[src/rtl/sup_map.vh]
/*
 supervisor configuration map: bit positions, reset values, register offsets
 and timing counts as macros. included by the supervisor design files.
*/
`ifndef SUP_MAP_VH
`define SUP_MAP_VH

// configuration word layout
`define SUP_CFG_W 14
`define SUP_BIT_EXT_RESET_EN 0
`define SUP_BIT_PWRUP_DLY_N 1
`define SUP_BIT_DEBUG_N 13
`define SUP_CFG_ERASED 14'h3FFF

// axi4-lite register byte offsets
`define SUP_OFS_CONFIG 4'h0
`define SUP_OFS_STATUS 4'h4
`define SUP_OFS_CTRL 4'h8

// status register bit positions
`define SUP_ST_IN_RESET 0
`define SUP_ST_DELAY_ON 1
`define SUP_ST_PIN_IS_RESET 2
`define SUP_ST_PIN_LEVEL 3
`define SUP_ST_LV_PROG 4

// power-up delay: 64 us at 200 mhz, kept as a 24-bit count to fit the timer
`define SUP_PWRUP_DELAY_US 64
`define SUP_CLK_MHZ 200
`define SUP_PWRUP_CYCLES 24'h003200

// axi responses
`define SUP_RESP_OKAY 2'h0
`define SUP_RESP_SLVERR 2'h2

`endif

[src/rtl/sup_reset_config.v]
/*
 supervisor configuration decode with power-up delay and shared reset pin.
 assumes cfg_word and low_voltage_programming are valid while por_n is low
 and that external_reset_pin is synchronous to aclk.
 a bus reset clears outputs and bus state but keeps the latched word.
*/
// Our own choices: the AXI4-Lite slave port and the register offsets.
`timescale 1ns/1ps
`default_nettype none
`include "sup_map.vh"

module sup_reset_config #(
   parameter [23:0] PWRUP_CYCLES = `SUP_PWRUP_CYCLES
) (
   // clock and resets
   input wire aclk,
   input wire aresetn,
   input wire por_n,
   // non-volatile configuration
   input wire [13:0] cfg_word,
   input wire low_voltage_programming,
   // shared pin
   input wire external_reset_pin,
   output reg shared_general_input,
   // reset outputs
   output reg device_reset_n,
   output reg debug_enable,
   // axi4-lite write address
   input wire [3:0] s_axi_awaddr,
   input wire s_axi_awvalid,
   output reg s_axi_awready,
   // axi4-lite write data
   input wire [31:0] s_axi_wdata,
   input wire [3:0] s_axi_wstrb,
   input wire s_axi_wvalid,
   output reg s_axi_wready,
   // axi4-lite write response
   output reg [1:0] s_axi_bresp,
   output reg s_axi_bvalid,
   input wire s_axi_bready,
   // axi4-lite read address
   input wire [3:0] s_axi_araddr,
   input wire s_axi_arvalid,
   output reg s_axi_arready,
   // axi4-lite read data
   output reg [31:0] s_axi_rdata,
   output reg [1:0] s_axi_rresp,
   output reg s_axi_rvalid,
   input wire s_axi_rready
);

////////////////////////////////////////////////////////////////////////////////
// configuration latch

// the word is only trusted while por_n is low; afterwards the storage may
// read back anything, so nothing outside this latch looks at cfg_word
reg [13:0] cfg_q;
reg lv_prog_q;

// sampled on every por cycle, frozen once por_n rises; aresetn alone leaves it
always @(posedge aclk) begin
   if (!por_n) begin
      cfg_q <= cfg_word;
      lv_prog_q <= low_voltage_programming;
   end
end

// decoded enables; they stay fixed between two power-on cycles
wire delay_n = cfg_q[`SUP_BIT_PWRUP_DLY_N];
wire pin_en = cfg_q[`SUP_BIT_EXT_RESET_EN];
// low-voltage programming forces the reset function whatever the enable bit;
// with it off the enable bit alone picks reset function or plain input
wire pin_is_reset = lv_prog_q | pin_en;

////////////////////////////////////////////////////////////////////////////////
// reset generation

// soft reset is written over the bus and cleared again by a bus reset
reg soft_reset_q;
// limitation: the pin is taken as synchronous; a raw pin needs two flops first
wire pin_reset = pin_is_reset & ~external_reset_pin;
wire hold_reset = ~por_n | pin_reset | soft_reset_q;
wire delay_run = ~hold_reset & ~delay_n;
wire delay_done;

// the timer rearms whenever a cause comes back, so every release gets a full delay
sup_delay_timer #(
   .CYCLES(PWRUP_CYCLES)
) u_delay (
   .aclk(aclk),
   .aresetn(aresetn),
   .start(delay_run),
   .done(delay_done)
);

// with the delay disabled the reset lifts one cycle after its cause clears
always @(posedge aclk) begin
   if (!aresetn) begin
      device_reset_n <= 1'b0;
      shared_general_input <= 1'b0;
      debug_enable <= 1'b0;
   end else begin
      device_reset_n <= ~hold_reset & (delay_n | delay_done);
      // pin as plain input only when it is not the reset function
      shared_general_input <= ~pin_is_reset & external_reset_pin;
      // debug bit is whatever the tool programmed; active when cleared
      debug_enable <= ~cfg_q[`SUP_BIT_DEBUG_N];
   end
end

////////////////////////////////////////////////////////////////////////////////
// axi4-lite write channel

// capture flags: set by the take, cleared when the response goes out
reg aw_got_q;
reg w_got_q;
reg [3:0] aw_addr_q;
reg [31:0] w_data_q;
// only byte lane 0 matters: the control register has a single bit
reg w_strb0_q;

// address and data may arrive in either order; answer once both are held
always @(posedge aclk) begin
   if (!aresetn) begin
      s_axi_awready <= 1'b1;
      s_axi_wready <= 1'b1;
      s_axi_bvalid <= 1'b0;
      s_axi_bresp <= `SUP_RESP_OKAY;
      aw_got_q <= 1'b0;
      w_got_q <= 1'b0;
      aw_addr_q <= 4'h0;
      w_data_q <= 32'h00000000;
      w_strb0_q <= 1'b0;
      soft_reset_q <= 1'b0;
   end else begin
      if (s_axi_awvalid && s_axi_awready) begin
         aw_got_q <= 1'b1;
         aw_addr_q <= s_axi_awaddr;
         s_axi_awready <= 1'b0;
      end
      if (s_axi_wvalid && s_axi_wready) begin
         w_got_q <= 1'b1;
         w_data_q <= s_axi_wdata;
         w_strb0_q <= s_axi_wstrb[0];
         s_axi_wready <= 1'b0;
      end
      // both halves held: decode and answer; only the control word is writable
      if (aw_got_q && w_got_q && !s_axi_bvalid) begin
         aw_got_q <= 1'b0;
         w_got_q <= 1'b0;
         s_axi_bvalid <= 1'b1;
         if (aw_addr_q == `SUP_OFS_CTRL) begin
            if (w_strb0_q)
               soft_reset_q <= w_data_q[0];
            s_axi_bresp <= `SUP_RESP_OKAY;
         end else begin
            s_axi_bresp <= `SUP_RESP_SLVERR; // config and status are read-only
         end
      end
      // readies return only once the response is taken: one write at a time
      if (s_axi_bvalid && s_axi_bready) begin
         s_axi_bvalid <= 1'b0;
         s_axi_awready <= 1'b1;
         s_axi_wready <= 1'b1;
      end
   end
end

////////////////////////////////////////////////////////////////////////////////
// axi4-lite read channel

reg [31:0] rd_mux;
reg rd_ok;
// decode follows araddr combinationally and is captured only at the take;
// the captured data then stand with rvalid until rready

// read decode
always @* begin
   rd_mux = 32'h00000000;
   rd_ok = 1'b1;
   if (s_axi_araddr == `SUP_OFS_CONFIG) begin
      rd_mux = {18'h00000, cfg_q};
   end else if (s_axi_araddr == `SUP_OFS_STATUS) begin
      // live view: bits may change between two reads
      rd_mux[`SUP_ST_IN_RESET] = ~device_reset_n;
      rd_mux[`SUP_ST_DELAY_ON] = ~delay_n;
      rd_mux[`SUP_ST_PIN_IS_RESET] = pin_is_reset;
      rd_mux[`SUP_ST_PIN_LEVEL] = external_reset_pin;
      rd_mux[`SUP_ST_LV_PROG] = lv_prog_q;
   end else if (s_axi_araddr == `SUP_OFS_CTRL) begin
      rd_mux = {31'h00000000, soft_reset_q};
   end else begin
      rd_ok = 1'b0;
   end
end

always @(posedge aclk) begin
   if (!aresetn) begin
      s_axi_arready <= 1'b1;
      s_axi_rvalid <= 1'b0;
      s_axi_rdata <= 32'h00000000;
      s_axi_rresp <= `SUP_RESP_OKAY;
   end else if (s_axi_arvalid && s_axi_arready) begin
      s_axi_arready <= 1'b0;
      s_axi_rvalid <= 1'b1;
      s_axi_rdata <= rd_mux;
      s_axi_rresp <= rd_ok ? `SUP_RESP_OKAY : `SUP_RESP_SLVERR;
   end else if (s_axi_rvalid && s_axi_rready) begin
      s_axi_rvalid <= 1'b0;
      s_axi_arready <= 1'b1;
   end
end

endmodule
`default_nettype wire

[src/rtl/sup_delay_timer.v]
/*
 power-up delay counter: counts a fixed number of cycles after start and
 then raises done. assumes start is a level held while the delay should run.
*/
`timescale 1ns/1ps
`default_nettype none
`include "sup_map.vh"

module sup_delay_timer #(
   parameter [23:0] CYCLES = `SUP_PWRUP_CYCLES
) (
   // clock and reset
   input wire aclk,
   input wire aresetn,
   // control
   input wire start,
   output reg done
);

reg [23:0] count_q;

// count while start is high; dropping start rearms the timer
always @(posedge aclk) begin
   if (!aresetn || !start) begin
      count_q <= 24'h000000;
      done <= 1'b0;
   end else if (count_q < CYCLES) begin
      count_q <= count_q + 24'h000001;
   end else begin
      done <= 1'b1;
   end
end

endmodule
`default_nettype wire

[config.mk]
export PLATFORM = sky130hd
export DESIGN_NAME = sup_reset_config
export DESIGN_NICKNAME = d
export VERILOG_FILES = /design/src/rtl/sup_reset_config.v /design/src/rtl/sup_delay_timer.v
export VERILOG_INCLUDE_DIRS = /design/src /design/src/rtl
export SDC_FILE = /design/constraint.sdc
export NUM_CORES = 1
export LEC_CHECK = 0
export BUFFER_PORTS_ARGS = -buffer_cell sky130_fd_sc_hd__buf_2
export CAP_MARGIN = 20
export CORE_ASPECT_RATIO = 0.6
export CORE_MARGIN = 3
export CORE_UTILIZATION = 52
export CTS_CLUSTER_SIZE = 12
export DETAILED_ROUTE_END_ITERATION = 8
export GPL_TIMING_DRIVEN = 0
export HOLD_SLACK_MARGIN = 0.02
export MAX_ROUTING_LAYER = met4
export PLACE_DENSITY = 0.9
export SLEW_MARGIN = 10
export SYNTH_ARGS = -nofsm -noshare
export SYNTH_HDL_FRONTEND = slang
export SYNTH_SLANG_ARGS = --single-unit
[constraint.sdc]
create_clock -name aclk -period 4.1 [get_ports aclk]
set_input_delay 1.025 -clock aclk [delete_from_list [all_inputs] [get_ports aclk]]
set_output_delay 1.025 -clock aclk [all_outputs]
set_load 0.02 [all_outputs]
After elaboration in Yosys (flattened, before gate mapping):

Cells that the tools add are included.

* output and inout port bits: 44
* bits of input ports: 68
* register bits after elaboration: 93

* multiplexer cells: 13
* equal/unequal tests: 3
* order comparisons: 1
* $add $sub $neg: 1
* bitwise logic cells: 16
* reduce and logical (&&, ||, !) cells: 16

Operators by type and width (count)
* 2-to-1 mux 32 bit: 1
* 2-to-1 mux 27 bit: 1
* adder 24 x 1 -> 24 bit, second input constant: 1
* less-than comparator 24 x 14 -> 1 bit, second input constant: 1
* equality test 4 bit, second input constant: 2
* 2-to-1 mux 1 bit: 8
* NOT 1 bit: 8
* logical AND 1 bit: 7
* 2-to-1 mux 5 bit: 1
* AND 1 bit: 4
* equality test 4 x 3 -> 1 bit, second input constant: 1
* zero test 4 bit: 1
* 2-to-1 mux 2 bit: 2
* bitwise OR 1 bit: 4
* OR reduction 2 bit: 2
* zero test 1 bit: 3
* AND reduction 3 bit: 1
* nonzero test 2 bit: 1
* logical OR 1 bit: 1

Longest topological paths before layout:

* word-level depth: 8
* mapped depth: 6
* depth with buffers taken out: 4

By module:

A second synthesis with hierarchy kept.

* cells, all modules: 283
* area total of the unflattened synthesis: 2864.0 um^2

Modules (own cells, without submodules)
* sup_reset_config: instances 1, sequential area each 1111.1 um^2, area each 1838.0 um^2, cells an instance 174
* sup_delay_timer: instances 1, sequential area each 500.5 um^2, area each 1026.0 um^2, cells an instance 109

Worst setup path after synthesis:

Ideal clock, no wire load.

* kind: input port to flip-flop
* start: input external_reset_pin
* end: register u_delay.count_q[5]
* stages: 4
* slack: 1930 ps
* library setup time: 59 ps
* path buffers: 0
* arrival: 2111 ps
* cell sequence: o21ba_1 -> or3_1 -> or4_1 -> nand2_1

* longest elaborated chain between the ends: 8

RTL lines
* start: declaration: RTL line sup_reset_config.v:23 `input wire external_reset_pin,`
* NOT 1 bit: RTL line sup_reset_config.v:81 `wire pin_reset = pin_is_reset & ~external_reset_pin;`
* AND 1 bit: RTL line sup_reset_config.v:81
* bitwise OR 1 bit (2 in a row): RTL line sup_reset_config.v:82 `wire hold_reset = ~por_n | pin_reset | soft_reset_q;`
* NOT 1 bit: RTL line sup_reset_config.v:83 `wire delay_run = ~hold_reset & ~delay_n;`
* AND 1 bit: RTL line sup_reset_config.v:83
* zero test 1 bit: RTL line sup_delay_timer.v:24 `if (!aresetn || !start) begin`
* logical OR 1 bit: RTL line sup_delay_timer.v:24
* end signal: assignment: RTL line sup_delay_timer.v:28 `count_q <= count_q + 24'h000001;`
* end: declaration: RTL line sup_delay_timer.v:20 `reg [23:0] count_q;`

No other way between the ends.
A chain may end at the register's enable or synchronous reset.

Worst setup path in the final report:

* start: input s_axi_araddr[1]
* end: register s_axi_rdata[13]

* longest elaborated chain between the ends: 2

RTL lines
* start: declaration: RTL line sup_reset_config.v:42 `input wire [3:0] s_axi_araddr,`
* zero test 4 bit (no source line)
* 2-to-1 mux 32 bit: RTL line sup_reset_config.v:181 `` if (s_axi_araddr == `SUP_OFS_CONFIG) begin ``
* end signal: assignment: RTL line sup_reset_config.v:206 `s_axi_rdata <= rd_mux;`
* end: declaration: RTL line sup_reset_config.v:46 `output reg [31:0] s_axi_rdata,`

No other way between the ends.

==> results.py <==
metrics = {
    "status": {
        "status": "finished clean",
    },
    "clock_tree": {
        "root_buffer": "clkbuf_8",
        "cts_max_level": 3,
        "clock-sinks": 73,
        "postCtsResizedCells": 0,
        "cts_buffer_depth": 2,
        "numCtsBuffers": 9,
        "path_clk_slew_ns": 0.07,
        "cts_tree": "built",
        "cts_setup_buffers": 0,
        "holdBufCountCts": 0,
        "clock_latency_ns": 0.35,
    },
    "power_and_ir_drop": {
        "p_leak_nw": 1.511,
        "power_frac_comb_pct": 7.8,
        "seqPwrFrac_pct": 50.0,
        "p_switching_w": 0.0003474,
        "p_per_area_nw_per_um2": 429.6,
        "p_int_w": 0.001202,
        "p_clk_share_pct": 42.2,
        "switching_share_pct": 22.43,
        "peakVddDrop_mv": 0.2239,
    },
    "floorplanning": {
        "core_area_um2": 5255,
        "die_h_um": 64.17,
        "dieWidth_um": 103.0,
        "dieArea_um2": 6607,
        "fp-row-count": 20,
        "pin_count": 112,
        "start_util_pct": 55.81,
    },
    "finish": {
        "layout_commonest_cell": "dfxtp_1",
        "multiInputGateArea_um2": 1166,
        "antenna_cells": 0,
        "fin_nets": 436,
        "register_area_um2": 1612,
        "synthToLayoutAreaGrowth_pct": 22.95,
        "fill_cells": 389,
        "final_cell_mix": "58 x dfxtp_1, 57 x buf_2, 20 x buf_4, 20 x conb_1",
        "drive_gt1_share_pct": 26.34,
    },
    "global_route": {
        "grtUsageMet1_pct": 28.34,
        "first_global_vias": 2169,
        "grt_start_max_net_pins": 16,
        "track_usage_pct": 22.06,
        "met3_usage_pct": 7.743,
        "overflow": 0,
        "grt_busiest_layer": "met2",
        "antenna_found_initial": 0,
        "grt_pass1_wl_mm": 10.67,
        "grt_use_met2_pct": 32.99,
    },
    "detailed_routing": {
        "routedWlPerCell_um": 15.37,
        "drt-vias-per-instance": 5.274,
        "first_pass_iters": 4,
        "antenna_left": 0,
        "wl_mm": 6.734,
        "drc": 0,
        "dr.first_iter.drc_count": 151,
        "dr_total_vias": 2310,
    },
    "synthesis": {
        "synth-async-reset-ratio_pct": 0,
        "synth_cells": 281,
        "synth_top_area_share_pct": 39.59,
        "synthFlopType": "dfxtp_1",
        "synth_area_leaders": "dfxtp_1 40%, edfxtp_1 15%, buf_4 5.1%",
        "syn_area_um2": 2933,
        "yosys_warnings": 0,
        "yosysSeqAreaShare_pct": 54.95,
        "synth_top_cell_by_area": "dfxtp_1",
        "ys_ff_latch": 73,
        "syn_avg_cell_area_um2": 10.44,
        "yosysUniqueCellTypes": 42,
        "synth-edff-count": 15,
    },
    "placement": {
        "pre_cts_ws_ns": 1.539,
        "place_hpwl_mm": 4.862,
        "io_buffer_count": 56,
        "place_congestion": 0.8358,
    },
    "timing": {
        "skew_ns": 0.005609,
        "setup_tns_ns": 0,
        "setup_viol": 0,
        "fin_crit_ns": 2.195,
        "rsz0062_at_grt": "no",
        "slew_headroom_pct": 59.14,
        "tightest_slew_ns": 0.6122,
        "drv_slew": 0,
        "period_share_pct": 53.54,
        "fin_ws_ns": 1.905,
        "hold_viol": 0,
        "max_freq_ghz": 0.4555,
    },
    "worst_setup_path": {
        "cp_slowest_cell": "nor3_2",
        "rr_startpoint": "lv_prog_q$_DFFE_PN_",
        "worstSetupPathType": "in2reg",
        "crit_buf_inv": 2,
        "cp-start-kind": "input port",
        "worstRegToRegCells": 4,
        "r2r_slack_ns": 2.32,
        "slowest_delay_ns": 0.48,
        "arrival_ns": 2.48,
        "reg2reg_to": "u_delay.count_q[5]$_SDFFE_PP0N_",
        "cp_data_required_time_ns": 4.38,
        "path_delay_family": "simple AND/OR/NAND/NOR gates",
        "path_max_fanout": 9,
        "worst_setup_path_end_kind": "flop",
        "crit_chain": "buf_2 -> or3_1 -> clkbuf_1 -> nor3_2 -> a22oi_1 -> nor2b_1",
    },
    "hold_path": {
        "min_to": "debug_enable$_SDFF_PN0_",
        "hold_depth": 1,
        "min_from": "cfg_q[13]$_DFFE_PN_",
        "worstHoldPathType": "reg2reg",
    },
    "job": {
        "cap_violations": 0,
    },
}
metal layers:
layer / up-vias / wire [um]
met3: 9 / 629
met2: 98 / 3191
met5: - / 0
met4: 0 / 59
met1: 1075 / 2854
li1: 1128 / -
stage by stage:
| stage | hold slack (ns) | power, W | util, % | std cells | instance area [um2] |
|---|---|---|---|---|---|
| floorplan | 0.4114 | 0.0008652 | - | 300 | 3004 |
| global placement | 0.4272 | 0.0009020 | 64.07 | 422 | 3367 |
| detailed placement | 0.4458 | 0.0009079 | 64.07 | 422 | 3367 |
| CTS | 0.4559 | 0.001555 | 68.62 | 438 | 3606 |
| global route | 0.4794 | 0.001599 | 68.62 | 438 | 3606 |
| finish | 0.4527 | 0.001549 | 68.62 | 438 | 3606 |
cell type report:
cell class | instances | share of cell area (%)
sequential | 73 | 44.69
multi-input combinational | 189 | 32.34
timing repair buffer | 56 | 7.772
buffer | 31 | 5.552
clock buffer | 12 | 4.615
tap | 66 | 2.290
clock inverter | 4 | 2.012
inverter | 7 | 0.7287
worst max path at each step:
stage / startpoint / endpoint / slack (ns) / depth (start not counted)
2_1_floorplan: external_reset_pin / u_delay.count_q[5]$_SDFFE_PP0N_ / 1.93 / 4
4_1_cts: s_axi_araddr[1] / s_axi_rdata[13]$_SDFFE_PN0P_ / 1.90 / 6
6_report: s_axi_araddr[1] / s_axi_rdata[13]$_SDFFE_PN0P_ / 1.90 / 6
3_3_place_gp: s_axi_araddr[1] / s_axi_rdata[8]$_SDFFE_PN0P_ / 1.68 / 6
3_5_place_dp: s_axi_araddr[1] / s_axi_rdata[13]$_SDFFE_PN0P_ / 1.54 / 6
5_1_grt: s_axi_araddr[1] / s_axi_rdata[7]$_SDFFE_PN0P_ / 1.75 / 6
worst register-to-register path: cells and delay by family, from the launching register on:
kind	cells	cell delay, ns
and+or+nand+nor	3	1.04
AOI/OAI and AO/OA	1	0.25
DFF	1	0.45
power by group through the flow:
| stage | clock network, W | registers [W] | logic [W] |
|---|---|---|---|
| floorplan | 0 | 0.000796 | 0.0000696 |
| global placement | 0 | 0.000788 | 0.000114 |
| detailed placement | 0 | 0.000789 | 0.000118 |
| CTS | 0.000661 | 0.000774 | 0.000120 |
| global route | 0.000689 | 0.000777 | 0.000133 |
| finish | 0.000653 | 0.000775 | 0.000121 |
Yosys cell counts, types with 2 or more instances:
| library cell | n |
|---|---|
| xnor2_1 | 2 |
| and2_1 | 11 |
| o21ai_0 | 6 |
| clkbuf_1 | 9 |
| nor4_4 | 2 |
| dfxtp_1 | 58 |
| mux2i_1 | 4 |
| o31ai_1 | 6 |
| nand3_1 | 13 |
| nand2b_1 | 2 |
| a22oi_1 | 9 |
| and3_1 | 3 |
| a21boi_0 | 9 |
| nor2b_1 | 16 |
| nor2_1 | 12 |
| inv_1 | 7 |
| or3_1 | 5 |
| or4_1 | 7 |
| nand2_1 | 17 |
| nor3_1 | 7 |
| edfxtp_1 | 15 |
| o21a_1 | 4 |
| buf_4 | 20 |
| and4_1 | 2 |
| a21oi_1 | 17 |
| o21ai_1 | 2 |
logic make-up after synthesis:
kind of cell,count (synthesis),share of synthesized area (%)
compound gates,59,13.82
xor+xnor,2,0.5974
fa+ha+maj,1,0.4266
buf+inv,38,7.722
flops,73,54.95
mux,4,1.365
other cells,1,0.1279
simple gates,103,20.99
flip-flops by register name, indices dropped and copies added, names as in the netlist:
signal / count
aw_addr_q: 4
shared_general_input: 1
s_axi_rdata: 14
s_axi_bresp: 1
lv_prog_q: 1
s_axi_rresp: 1
w_data_q: 1
cfg_q: 14
soft_reset_q: 1
debug_enable: 1
u_delay.count_q: 24
w_got_q: 1
s_axi_rvalid: 1
u_delay.done: 1
s_axi_awready: 1
s_axi_wready: 1
s_axi_bvalid: 1
device_reset_n: 1
aw_got_q: 1
s_axi_arready: 1
w_strb0_q: 1
Note: power is estimated with default switching activity, not from simulation.
